**src/core/sccf_map.vh**
```
// Constants for the serial clocking, line coding and FIFO block.
// Assumes inclusion by bare name from core/ design files.
`ifndef SCCF_MAP_VH
`define SCCF_MAP_VH
// Register offsets (byte addresses)
`define SCCF_MODE_CONFIG_REG 8'h00
`define SCCF_CLOCK_SEL_REG 8'h04
`define SCCF_TIME_CONST_REG 8'h08
`define SCCF_EXTRA_FEATURE_REG 8'h0C
`define SCCF_MAIN_STATUS_REG 8'h10
`define SCCF_SPECIAL_STATUS_REG 8'h14
`define SCCF_TX_DATA_REG 8'h18
`define SCCF_RX_DATA_REG 8'h1C
// Mode config fields
`define SCCF_CLKMODE_LSB 6
`define SCCF_ENC_LSB 0
`define SCCF_ECHO_BIT 2
`define SCCF_LOOP_BIT 3
`define SCCF_RXDMA_BIT 4
`define SCCF_ALLCHR_BIT 5
// Clock select fields
`define SCCF_TXSRC_LSB 0
`define SCCF_RXSRC_LSB 2
`define SCCF_PLLSRC_BIT 4
`define SCCF_BGSRC_BIT 5
`define SCCF_PINOUT_BIT 6
`define SCCF_PLLFM_BIT 7
// Extra feature fields
`define SCCF_TXLVL_BIT 5
`define SCCF_RXLVL_BIT 3
`define SCCF_EXTRA_RST 8'h20
// Status fields
`define SCCF_ST_RXAVAIL 0
`define SCCF_ST_TXEMPTY 2
// Encodings
`define SCCF_ENC_NRZ 2'h0
`define SCCF_ENC_NRZI 2'h1
`define SCCF_ENC_BIMARK 2'h2
`define SCCF_ENC_BISPACE 2'h3
// Clock sources
`define SCCF_SRC_PIN 2'h0
`define SCCF_SRC_BAUD 2'h1
`define SCCF_SRC_PLL 2'h2
`define SCCF_SRC_BIDIR 2'h3
// Time constant offset and receive threshold
`define SCCF_TC_OFFSET 2
`define SCCF_RX_HALF 4
`endif

```
**src/core/sccf_core.v**
```verilog
// Serial channel clocking, line coding, loop modes and data FIFOs.
// Assumes synchronous register port on ref_clk; line pins asynchronous.
// Function
// RULE1: Baud output selectable for tx, rx, loop.
// RULE2: Drive baud clock on bidir pin when free.
// RULE3: Time constant is fin over 2*baud*mode minus two.
// RULE4: Clock mode field picks 1,16,32,64.
// RULE5: Loop sampled at 32x NRZI, 16x FM.
// RULE6: Recovered tx clock is jitter-free divided input.
// RULE7: Divide 16 for FM, 32 for NRZI.
// RULE8: NRZI loop counts, nudges count on edges.
// RULE9: FM loop counts 0-31, window around 15/16.
// RULE10: Loop source selectable; output to bidir pin.
// RULE11: NRZ level coding; NRZI zero toggles.
// RULE12: Bi-phase mark: one adds mid transition.
// RULE13: Bi-phase space: zero adds mid transition.
// RULE14: Manchester decode via FM loop, NRZ receiver.
// RULE15: Auto echo sends line data straight back.
// RULE16: Local loopback ties tx to rx internally.
// RULE17: Reset flushes tx FIFO, sets tx level.
// RULE18: Level clear: request while top byte empty.
// RULE19: Level set: request only when fully empty.
// RULE20: Rx FIFO flag shows a byte present.
// RULE21: Rx DMA request whenever a byte available.
// RULE22: Rx interrupt at four bytes or one.
// RULE23: Special interrupt when marked byte in top four.
// RULE24: FIFOs keep order; full writes dropped.
`timescale 1ns/1ps
`default_nettype none
`include "sccf_map.vh"
module sccf_core #(
	parameter TX_DEPTH = 4,
	parameter RX_DEPTH = 8
) (
	// Clock and reset
	input wire ref_clk,
	input wire nrst,
	// Register port
	input wire [7:0] addr,
	input wire [7:0] wdata,
	input wire wr_stb,
	input wire rd_stb,
	output reg [7:0] rdata,
	// Line pins
	input wire rxd_pin,
	output reg txd_pin,
	input wire clock_input_pin,
	input wire bidir_clock_pin_in,
	output reg bidir_clock_pin_out,
	output reg bidir_clock_pin_oe,
	input wire cts_in,
	input wire carrier_detect_in,
	// Receive special condition marker from framing logic
	input wire rx_special_in,
	// Requests
	output wire tx_int,
	output wire tx_dma_req,
	output wire rx_int,
	output wire rx_dma_req,
	output wire special_int,
	// Control levels seen by framing logic
	output wire tx_enable,
	output wire rx_enable
);
	// Register state
	reg [7:0] mode_config_r; // Clock mode, coding, loop modes
	reg [7:0] clock_sel_r; // Clock sources
	reg [7:0] time_const_r; // Baud time constant
	reg [7:0] extra_feature_r; // FIFO levels
	// Synchronisers: first stage read only by second
	reg [2:0] sync1_r;
	reg [2:0] sync2_r;
	reg [1:0] sync3_r; // Handshake-level sync for cts/dcd
	reg [1:0] sync4_r;
	wire rxd_s = sync2_r[0];
	wire cin_s = sync2_r[1];
	wire bin_s = sync2_r[2];
	wire cts_s = sync4_r[0];
	wire dcd_s = sync4_r[1];
	always @(posedge ref_clk or negedge nrst) begin
		if (!nrst) begin
			sync1_r <= 3'h0;
			sync2_r <= 3'h0;
			sync3_r <= 2'h0;
			sync4_r <= 2'h0;
		end else begin
			sync1_r <= {bidir_clock_pin_in, clock_input_pin, rxd_pin};
			sync2_r <= sync1_r;
			sync3_r <= {carrier_detect_in, cts_in};
			sync4_r <= sync3_r;
		end
	end

	// Field decodes
	wire [1:0] enc = mode_config_r[`SCCF_ENC_LSB+1:`SCCF_ENC_LSB];
	wire echo_on = mode_config_r[`SCCF_ECHO_BIT];
	wire loop_on = mode_config_r[`SCCF_LOOP_BIT];
	wire [1:0] tx_src = clock_sel_r[`SCCF_TXSRC_LSB+1:`SCCF_TXSRC_LSB];
	wire [1:0] rx_src = clock_sel_r[`SCCF_RXSRC_LSB+1:`SCCF_RXSRC_LSB];
	wire tx_lvl = extra_feature_r[`SCCF_TXLVL_BIT];
	wire rx_lvl = extra_feature_r[`SCCF_RXLVL_BIT];

	// Clock mode divide factor 1/16/32/64
	function [6:0] sccf_div;
		input [1:0] m;
		begin
			case (m)
				2'h0: sccf_div = 7'h01;
				2'h1: sccf_div = 7'h10;
				2'h2: sccf_div = 7'h20;
				default: sccf_div = 7'h40;
			endcase
		end
	endfunction
	wire [6:0] clk_div = sccf_div(mode_config_r[`SCCF_CLKMODE_LSB+1:`SCCF_CLKMODE_LSB]); // [RULE4]

	// Baud generator input edges: pin clock or ref clock
	reg cin_d_r;
	always @(posedge ref_clk or negedge nrst) begin
		if (!nrst)
			cin_d_r <= 1'b0;
		else
			cin_d_r <= cin_s;
	end
	wire bg_tick = clock_sel_r[`SCCF_BGSRC_BIT] ? (cin_s & ~cin_d_r) : 1'b1;

	// Baud generator: reload TC+2 half periods realises the formula
	reg [8:0] bg_cnt_r;
	reg baud_r; // Square wave output, starts high
	reg baud_d_r;
	always @(posedge ref_clk or negedge nrst) begin
		if (!nrst) begin
			bg_cnt_r <= 9'h000;
			baud_r <= 1'b1;
			baud_d_r <= 1'b1;
		end else begin
			baud_d_r <= baud_r;
			if (bg_tick) begin
				if (bg_cnt_r == 9'h000) begin
					// Half period is time constant plus two input clocks
					bg_cnt_r <= {1'b0, time_const_r} + 9'd`SCCF_TC_OFFSET - 9'h001; // [RULE3]
					baud_r <= ~baud_r;
				end else
					bg_cnt_r <= bg_cnt_r - 9'h001;
			end
		end
	end
	wire baud_tick = baud_r & ~baud_d_r;

	// Loop sampling clock: pin or baud output
	wire pll_tick = clock_sel_r[`SCCF_PLLSRC_BIT] ? baud_tick : (cin_s & ~cin_d_r); // [RULE10] [RULE1]

	// Recovered-clock loop; FM counting may be forced for Manchester with an NRZ receiver
	wire fm_mode = enc[1];
	wire pll_fm = fm_mode || clock_sel_r[`SCCF_PLLFM_BIT]; // [RULE14]
	reg [4:0] pll_cnt_r;
	reg rx_line_d_r;
	reg adj_r; // Pending adjustment, applied next cycle
	reg adj_dir_r; // 1 = late, skip ahead
	reg [4:0] free_cnt_r; // Free-running divider for jitter-free tx clock
	reg txd_int; // Coded internal transmit data
	wire line_in = loop_on ? txd_int : rxd_s;
	wire edge_seen = line_in ^ rx_line_d_r;
	// FM window: counts 12..19 centred on 15/16
	wire fm_win = (pll_cnt_r >= 5'h0C) && (pll_cnt_r <= 5'h13); // [RULE9]
	always @(posedge ref_clk or negedge nrst) begin
		if (!nrst) begin
			pll_cnt_r <= 5'h00;
			rx_line_d_r <= 1'b0;
			adj_r <= 1'b0;
			adj_dir_r <= 1'b0;
			free_cnt_r <= 5'h00;
		end else if (pll_tick) begin // [RULE5]
			rx_line_d_r <= line_in;
			free_cnt_r <= free_cnt_r + 5'h01;
			if (adj_r) begin
				// Nudge one count toward cell centre
				pll_cnt_r <= adj_dir_r ? pll_cnt_r + 5'h02 : pll_cnt_r; // [RULE8]
				adj_r <= 1'b0;
			end else
				pll_cnt_r <= pll_cnt_r + 5'h01;
			if (edge_seen && (!pll_fm || fm_win)) begin
				adj_r <= 1'b1; // [RULE8] [RULE9]
				// Edge expected at 15/16 in both codings
				adj_dir_r <= (pll_cnt_r < 5'h10);
			end
		end
	end
	// NRZI bit clock each 32 counts, FM each 16 (two bits per 32)
	wire rec_clk = pll_fm ? pll_cnt_r[3] : pll_cnt_r[4]; // [RULE9]
	wire jf_clk = pll_fm ? free_cnt_r[3] : free_cnt_r[4]; // [RULE6] [RULE7]

	// Clock selection
	function sccf_pick;
		input [1:0] s;
		input pin;
		input baud;
		input pll;
		input bid;
		begin
			case (s)
				`SCCF_SRC_PIN: sccf_pick = pin;
				`SCCF_SRC_BAUD: sccf_pick = baud;
				`SCCF_SRC_PLL: sccf_pick = pll;
				default: sccf_pick = bid;
			endcase
		end
	endfunction
	wire tx_clk = sccf_pick(tx_src, cin_s, baud_r, jf_clk, bin_s); // [RULE1] [RULE6]
	wire rx_clk = sccf_pick(rx_src, cin_s, baud_r, rec_clk, bin_s); // [RULE1]
	reg tx_clk_d_r;
	reg rx_clk_d_r;
	reg [5:0] txm_cnt_r; // Clock mode divider, transmit
	reg [5:0] rxm_cnt_r; // Clock mode divider, receive
	// Transmit launches on the rising edge, receive samples half a clock later
	wire tx_edge = tx_clk & ~tx_clk_d_r;
	wire rx_rise = rx_clk & ~rx_clk_d_r;
	wire rx_edge = ~rx_clk & rx_clk_d_r;
	// Only every Nth edge makes a bit; 64 wraps to zero in six bits and still works
	wire tx_bit_tick = tx_edge && (txm_cnt_r == clk_div[5:0] - 6'h01); // [RULE4]
	wire rx_bit_tick = rx_edge && (rxm_cnt_r == clk_div[5:0] - 6'h01); // [RULE4]
	// Edge history and clock mode counters
	always @(posedge ref_clk or negedge nrst) begin
		if (!nrst) begin
			tx_clk_d_r <= 1'b0;
			rx_clk_d_r <= 1'b0;
			txm_cnt_r <= 6'h00;
			rxm_cnt_r <= 6'h00;
		end else begin
			tx_clk_d_r <= tx_clk;
			rx_clk_d_r <= rx_clk;
			if (tx_edge)
				txm_cnt_r <= tx_bit_tick ? 6'h00 : txm_cnt_r + 6'h01;
			if (rx_edge)
				rxm_cnt_r <= rx_bit_tick ? 6'h00 : rxm_cnt_r + 6'h01;
		end
	end
	wire pin_is_input = (tx_src == `SCCF_SRC_BIDIR) || (rx_src == `SCCF_SRC_BIDIR);

	// Transmit FIFO
	reg [7:0] tx_mem [0:TX_DEPTH-1];
	reg [2:0] tx_cnt_r;
	reg [1:0] tx_rd_r;
	reg [1:0] tx_wr_r;
	wire tx_push = wr_stb && (addr == `SCCF_TX_DATA_REG) && (tx_cnt_r != TX_DEPTH); // [RULE24]
	reg [7:0] tx_sh_r; // Transmit shift register
	reg [3:0] tx_bits_r;
	reg tx_half_r; // Second half of bi-phase cell
	reg tx_cur_r; // Current bit
	wire tx_go = tx_bit_tick && (echo_on || loop_on || cts_s);
	wire tx_load = tx_go && !tx_half_r && (tx_bits_r == 4'h0) && (tx_cnt_r != 3'h0);
	wire tx_pop = tx_load;
	integer i;
	always @(posedge ref_clk or negedge nrst) begin
		if (!nrst) begin
			for (i = 0; i < TX_DEPTH; i = i + 1)
				tx_mem[i] <= 8'h00;
			tx_cnt_r <= 3'h0; // [RULE17]
			tx_rd_r <= 2'h0;
			tx_wr_r <= 2'h0;
			tx_sh_r <= 8'hFF;
			tx_bits_r <= 4'h0;
			tx_half_r <= 1'b0;
			tx_cur_r <= 1'b1;
			txd_int <= 1'b1;
		end else begin
			if (tx_push) begin
				tx_mem[tx_wr_r] <= wdata;
				tx_wr_r <= tx_wr_r + 2'h1;
			end
			if (tx_pop)
				tx_rd_r <= tx_rd_r + 2'h1;
			tx_cnt_r <= tx_cnt_r + {2'h0, tx_push} - {2'h0, tx_pop}; // [RULE24]
			if (tx_go) begin
				if (fm_mode && !tx_half_r) begin
					// Mid-cell: mark toggles on one, space on zero
					if (tx_cur_r == (enc == `SCCF_ENC_BIMARK))
						txd_int <= ~txd_int; // [RULE12] [RULE13]
					tx_half_r <= 1'b1;
				end else begin
					tx_half_r <= 1'b0;
					// Idle sends ones when nothing queued
					if (tx_load) begin
						tx_cur_r <= tx_mem[tx_rd_r][0];
						tx_sh_r <= {1'b1, tx_mem[tx_rd_r][7:1]};
						tx_bits_r <= 4'h7;
					end else begin
						tx_cur_r <= tx_sh_r[0];
						tx_sh_r <= {1'b1, tx_sh_r[7:1]};
						tx_bits_r <= (tx_bits_r == 4'h0) ? 4'h0 : tx_bits_r - 4'h1;
					end
					case (enc)
						`SCCF_ENC_NRZ: txd_int <= tx_load ? tx_mem[tx_rd_r][0] : tx_sh_r[0]; // [RULE11]
						`SCCF_ENC_NRZI: begin
							if (!(tx_load ? tx_mem[tx_rd_r][0] : tx_sh_r[0]))
								txd_int <= ~txd_int; // [RULE11]
						end
						default: txd_int <= ~txd_int; // [RULE12] [RULE13]
					endcase
				end
			end
		end
	end

	// Transmit pin: echo passes line data undecoded
	always @(posedge ref_clk or negedge nrst) begin
		if (!nrst)
			txd_pin <= 1'b1;
		else
			txd_pin <= (echo_on || loop_on) ? rxd_s : txd_int; // [RULE15] [RULE16]
	end

	// Receive decode; NRZI/FM decode from level changes
	reg rx_prev_r;
	reg rx_mid_r;
	reg [7:0] rx_sh_r;
	reg [3:0] rx_bits_r;
	wire rx_go = rx_bit_tick && (loop_on || dcd_s);
	wire rx_bit = (enc == `SCCF_ENC_NRZI) ? (line_in == rx_prev_r) :
		(fm_mode ? ((line_in != rx_mid_r) == (enc == `SCCF_ENC_BIMARK)) : line_in); // [RULE11] [RULE14]
	wire rx_done = rx_go && (rx_bits_r == 4'h7);
	always @(posedge ref_clk or negedge nrst) begin
		if (!nrst) begin
			rx_prev_r <= 1'b0;
			rx_mid_r <= 1'b0;
			rx_sh_r <= 8'h00; // [RULE20]
			rx_bits_r <= 4'h0;
		end else begin
			// Mid-cell level, taken between two bit samples
			if (rx_rise)
				rx_mid_r <= line_in;
			if (rx_go) begin
				rx_prev_r <= line_in;
				rx_sh_r <= {rx_bit, rx_sh_r[7:1]};
				rx_bits_r <= rx_done ? 4'h0 : rx_bits_r + 4'h1;
			end
		end
	end

	// Receive FIFO with special marker per byte
	reg [8:0] rx_mem [0:RX_DEPTH-1];
	reg [3:0] rx_cnt_r;
	reg [2:0] rx_rd_r;
	reg [2:0] rx_wr_r;
	reg rx_ovr_r; // Sticky overrun
	integer k; // Reset loop index, receive side
	wire rx_pop = rd_stb && (addr == `SCCF_RX_DATA_REG) && (rx_cnt_r != 4'h0);
	wire rx_push = rx_done && (rx_cnt_r != RX_DEPTH);
	always @(posedge ref_clk or negedge nrst) begin
		if (!nrst) begin
			for (k = 0; k < RX_DEPTH; k = k + 1)
				rx_mem[k] <= 9'h000;
			rx_cnt_r <= 4'h0; // [RULE20]
			rx_rd_r <= 3'h0;
			rx_wr_r <= 3'h0;
			rx_ovr_r <= 1'b0;
		end else begin
			if (rx_push) begin
				rx_mem[rx_wr_r] <= {rx_special_in, rx_bit, rx_sh_r[7:1]};
				rx_wr_r <= rx_wr_r + 3'h1;
			end
			if (rx_pop)
				rx_rd_r <= rx_rd_r + 3'h1;
			rx_cnt_r <= rx_cnt_r + {3'h0, rx_push} - {3'h0, rx_pop}; // [RULE24]
			// Set wins over read clear
			if (rx_done && !rx_push)
				rx_ovr_r <= 1'b1;
			else if (rd_stb && addr == `SCCF_SPECIAL_STATUS_REG)
				rx_ovr_r <= 1'b0;
		end
	end

	// Special marker in any of top four positions; empty slots never count
	wire [3:0] spec_hit;
	genvar g;
	generate
		for (g = 0; g < 4; g = g + 1) begin : g_top4
			localparam [2:0] OFS = g;
			assign spec_hit[g] = (rx_cnt_r > OFS) && rx_mem[rx_rd_r + OFS][8]; // [RULE23]
		end
	endgenerate
	wire spec_top4 = |spec_hit;

	// Requests
	wire tx_top_empty = (tx_cnt_r != TX_DEPTH);
	wire tx_all_empty = (tx_cnt_r == 3'h0);
	assign tx_int = tx_lvl ? tx_all_empty : tx_top_empty; // [RULE18] [RULE19]
	// Drop for the write cycle so each write shows as a new request
	assign tx_dma_req = (tx_lvl ? tx_all_empty : tx_top_empty) && !tx_push && !echo_on; // [RULE18] [RULE19] [RULE15]
	assign rx_dma_req = mode_config_r[`SCCF_RXDMA_BIT] && (rx_cnt_r != 4'h0) && !rx_pop; // [RULE21]
	assign rx_int = rx_lvl ? (rx_cnt_r >= `SCCF_RX_HALF) : (rx_cnt_r != 4'h0); // [RULE22]
	assign special_int = rx_lvl && mode_config_r[`SCCF_ALLCHR_BIT] && spec_top4; // [RULE23]
	assign tx_enable = echo_on || loop_on || cts_s; // [RULE15] [RULE16]
	assign rx_enable = loop_on || dcd_s; // [RULE16]

	// Bidir clock pin drive when no direction uses it as input
	always @(posedge ref_clk or negedge nrst) begin
		if (!nrst) begin
			bidir_clock_pin_out <= 1'b0;
			bidir_clock_pin_oe <= 1'b0;
		end else begin
			bidir_clock_pin_oe <= clock_sel_r[`SCCF_PINOUT_BIT] && !pin_is_input; // [RULE2] [RULE10]
			bidir_clock_pin_out <= (rx_src == `SCCF_SRC_PLL) ? rec_clk : baud_r;
		end
	end

	// Register writes
	always @(posedge ref_clk or negedge nrst) begin
		if (!nrst) begin
			mode_config_r <= 8'h00;
			clock_sel_r <= 8'h00;
			time_const_r <= 8'h00;
			extra_feature_r <= `SCCF_EXTRA_RST; // [RULE17]
		end else if (wr_stb) begin
			if (addr == `SCCF_MODE_CONFIG_REG)
				mode_config_r <= wdata;
			else if (addr == `SCCF_CLOCK_SEL_REG)
				clock_sel_r <= wdata;
			else if (addr == `SCCF_TIME_CONST_REG)
				time_const_r <= wdata;
			else if (addr == `SCCF_EXTRA_FEATURE_REG)
				extra_feature_r <= {1'b0, wdata[6:0]};
		end
	end

	// Read data one cycle after strobe; unmapped read zero
	always @(posedge ref_clk or negedge nrst) begin
		if (!nrst)
			rdata <= 8'h00;
		else if (rd_stb) begin
			if (addr == `SCCF_MODE_CONFIG_REG)
				rdata <= mode_config_r;
			else if (addr == `SCCF_CLOCK_SEL_REG)
				rdata <= clock_sel_r;
			else if (addr == `SCCF_TIME_CONST_REG)
				rdata <= time_const_r;
			else if (addr == `SCCF_EXTRA_FEATURE_REG)
				rdata <= extra_feature_r;
			else if (addr == `SCCF_MAIN_STATUS_REG)
				rdata <= {4'h0, 1'b0, tx_top_empty, 1'b0, rx_cnt_r != 4'h0}; // [RULE18] [RULE20]
			else if (addr == `SCCF_SPECIAL_STATUS_REG)
				rdata <= {2'h0, rx_ovr_r, 4'h0, spec_top4};
			else if (addr == `SCCF_RX_DATA_REG)
				rdata <= (rx_cnt_r != 4'h0) ? rx_mem[rx_rd_r][7:0] : 8'h00;
			else
				rdata <= 8'h00;
		end
	end
endmodule // sccf_core
`default_nettype wire

```
**config.mk**
```make
export PLATFORM = sky130hd
export DESIGN_NAME = sccf_core
export DESIGN_NICKNAME = d
export VERILOG_FILES = /design/src/core/sccf_core.v
export VERILOG_INCLUDE_DIRS = /design/src /design/src/core
export SDC_FILE = /design/constraint.sdc
export NUM_CORES = 1
export LEC_CHECK = 0
export ABC_AREA = 0
export BUFFER_PORTS_ARGS = -buffer_cell sky130_fd_sc_hd__clkbuf_2
export CORE_MARGIN = 4
export CORE_UTILIZATION = 61
export DETAILED_ROUTE_END_ITERATION = 8
export PLACE_DENSITY_LB_ADDON = 0.15
export SETUP_SLACK_MARGIN = 0.4
export SLEW_MARGIN = 30
export SYNTH_ARGS = -nofsm -noshare
export SYNTH_HDL_FRONTEND = slang
export SYNTH_SLANG_ARGS = --single-unit
```
**constraint.sdc**
```tcl
create_clock -name ref_clk -period 3.5 [get_ports ref_clk]
set_input_delay 0.35 -clock ref_clk [delete_from_list [all_inputs] [get_ports ref_clk]]
set_output_delay 0.35 -clock ref_clk [all_outputs]
set_load 0.1 [all_outputs]
```
==> flow_summary.yaml <==
run_status:
  outcome: "completed"
layout:
  diodes: 0
  area_delta_synth_final_pct: 13.2
  final_cell_area_mm2: 0.0133
  stdcell_count: 1291
  fillCellCount: 1316
  final_nets: 1068
  drive_above_1_share_pct: 31.1
  final_cell_mix: "dfrtp_1, mux2_2, nand2_1, nor2_1, o21ai_0"
  final_common_cell: "dfrtp_1"
global_routing:
  grt_use_total_pct: 24.3
  grt_pass1_vias: 7767
  grt_antenna_before_repair: 0
  overflow: 0
  grt_max_degree: 118
  grt_pass1_wl_um: 42000
placement:
  place_congestion: 0.922
  portBuffers: 43
  dpl_cell_area_mm2: 0.0123
  dp.cells: 1238
  dpl.hpwl_um: 17800
synth:
  syn_nets: 1015
  synth_warnings: 0
  syn_area_mm2: 0.0118
  synthArstFlopShare_pct: 100
  yosysTopAreaCellShare_pct: 48.3
  synth_area_leaders: "dfrtp_1, mux2_2, mux4_2"
  syn_inst: 960
  seq_area_frac_synth_pct: 51.2
  syn_avg_cell_area_um2: 12.2
  yosys_register_bits: 240
  yosysTopAreaCell: "dfrtp_1"
  synth_edf_count: 0
  synthDistinctLibCells: 72
  synth_flop_cell: "dfrtp_1"
die:
  die_y_um: 147
  core_region_area_mm2: 0.0188
  rows: 50
  ios: 44
  die-area_mm2: 0.0215
  initial_core_util_pct: 62.4
  fp.dieW_um: 147
drt:
  totalWireLength_um: 25600
  ant_nets: 0
  drt-wirelength-per-cell_um: 19.8
  drtIter0Drc: 502
  vias_per_cell: 5.97
  drc_errors: 0
  vias: 7706
  first_pass_iters: 4
cts:
  cts_made_buffers: 26
  cts_num_sinks: 240
  cts_tree: "built"
  cts_root_buffer: "clkbuf_16"
  clock_path_buffers: 3
  postCtsSetupBuffers: 0
  clk_pin_slew_ns: 0.06
  cts_htree_levels: 1
  clkLatencyLatePin_ns: 0.53
setup_path:
  crit_type: "register to output pin"
  cp_top_family: "simple AND/OR/NAND/NOR gates"
  crit_slowest_cell: "or3b_2"
  cp_num_buf_inv: 3
  worstSetupStartpointType: "register"
  cp_max_fo: 9
  crit_path_end_kind: "output pin"
  slowest_delay_ns: 0.58
  cp.arrival_ns: 2.63
  path_cells: "inv_1, ha_1, nand2_1, or3b_2, nor2_1, buf_4, nor2_1, buf_4"
  cp.required_ns: 3.15
timing:
  final-setup-viol-count: 0
  period_needed_ns: 2.98
  hold_violations: 0
  maxSlewViolCount: 0
  fin_crit_sh_pct: 85.3
  hold_ws_ns: 0.171
  max_freq_mhz: 335
  fin_tns_setup_ns: 0
  worst_pin_slew_ns: 0.940
  rsz0062_at_grt: "true"
  fin_worst_skew_ns: 0.00780
  slew_headroom_pct: 37.4
power_and_ir_drop:
  power_density_mw_per_mm2: 627
  ir_worst_vdd_uv: 496
  p_total_mw: 8.34
  power_leakage_nw: 6.18
flow_run:
  drv_cap: 0
min_path:
  hold_path_class: "input pin to register"
-- layer usage --
metal  track usage, %  part of all wire, %
met2             39.4                   48
met3             4.16                  4.8
met5                0                    0
met1             34.3                   44
met4             7.24                  3.0
-- worst paths after layout --
path,startpoint,endpoint,slack (ns),cells after the start
setup reg to reg,mode_config_r[7],rx_cnt_r[2],0.53,10
hold / removal,rx_special_in,rx_mem[8],0.17,2
setup / recovery,rx_cnt_r[2],rx_dma_req,0.52,8
max in group asynchronous,nrst,tx_sh_r[3],2.43,3
min in group asynchronous,nrst,pll_cnt_r[2],0.33,2
hold reg to reg,sync1_r[1],sync2_r[1],0.35,0
-- synthesized netlist by cell type (5+ instances only) --
master    count
nand2_1      71
nand4_1      14
inv_1        33
nand3_1      26
nand2b_1      7
and3_1        6
xnor2_1      22
nor2_1       47
o21ai_0      46
dfstp_2      13
o22ai_1       6
dfrtp_1     227
nor3_1       19
a22o_1        5
mux2_4        9
o31ai_1       5
a21oi_1      33
o221ai_1      5
ha_1         27
clkbuf_1     20
o211ai_1      5
buf_2         9
a31oi_1       8
mux2_2      142
mux2i_1      25
buf_1        11
nor2b_1       5
or2_2         5
mux4_2       31
xor2_1       10
a21o_1        8
-- flip-flops by register name (all words and copies together), names as in the netlist, 4 cells and up --
signal           cells
rx_mem              72
rx_cnt_r             4
tx_mem              32
free_cnt_r           5
txm_cnt_r            6
tx_sh_r              7
clock_sel_r          8
rxm_cnt_r            6
pll_cnt_r            5
extra_feature_r      7
rx_sh_r              7
time_const_r         8
mode_config_r        8
rdata                8
tx_bits_r            4
rx_bits_r            4
bg_cnt_r             9
-- report_power, final --
| group | leakage (nW) | internal [mW] | switching (mW) | total (mW) |
|---|---|---|---|---|
| Sequential | 3.13 | 3.24 | 0.522 | 3.77 |
| Combinational | 2.61 | 0.781 | 1.04 | 1.82 |
| Clock | 0.432 | 1.67 | 1.08 | 2.76 |
-- cell type report --
| type | count | area (um2) | area share [%] |
|---|---|---|---|
| multi-input cells | 646 | 5500 | 41.3 |
| repair buffers | 66 | 463 | 3.48 |
| clock inverters | 9 | 97.6 | 0.734 |
| inverters | 33 | 124 | 0.931 |
| well taps | 260 | 325 | 2.45 |
| flip-flops and latches | 240 | 6020 | 45.3 |
| clock buffers | 37 | 773 | 5.81 |
-- timing repair --
action / in CTS / in global routing
setup endpoints to repair: 3 / 14
cloned: 0 / 0
resized for setup: 3 / 7
pin swaps: 0 / 1
hold endpoints to repair: 113 / 0
hold buffers: 6 / 0
-- worst reg2reg max path, stage by stage (launching register included) --
cell and delay (ns):
dfrtp_2 0.49, a21boi_1 0.16, o32a_1 0.35, o22a_1 0.26, nor3_4 0.30, nand2_1 0.19, ha_1 0.31, inv_1 0.04
ha_1 0.20, fa_1 0.39, xor2_1 0.17
-- kinds of logic (layout without fill, tap and decap cells) --
family,after synthesis,in the layout,share of synthesized area (%)
flip-flops,240,240,51.2
buffers and inverters,74,145,2.52
adder cells (fa/ha/maj),29,29,3.22
AO/OA/AOI/OAI,152,152,8.27
AND/OR/NAND/NOR,226,226,9.53
multiplexers,207,207,22.8
XOR/XNOR,32,32,2.38
-- metrics by stage --
step,worst slack [ns],utilization (%)
CTS,0.410,70.4
global placement,0.500,65.3
global route,0.354,70.6
floorplan,0.423,-
detailed placement,0.409,65.3
finish,0.515,70.6
Power figures use the tool's default switching activity.
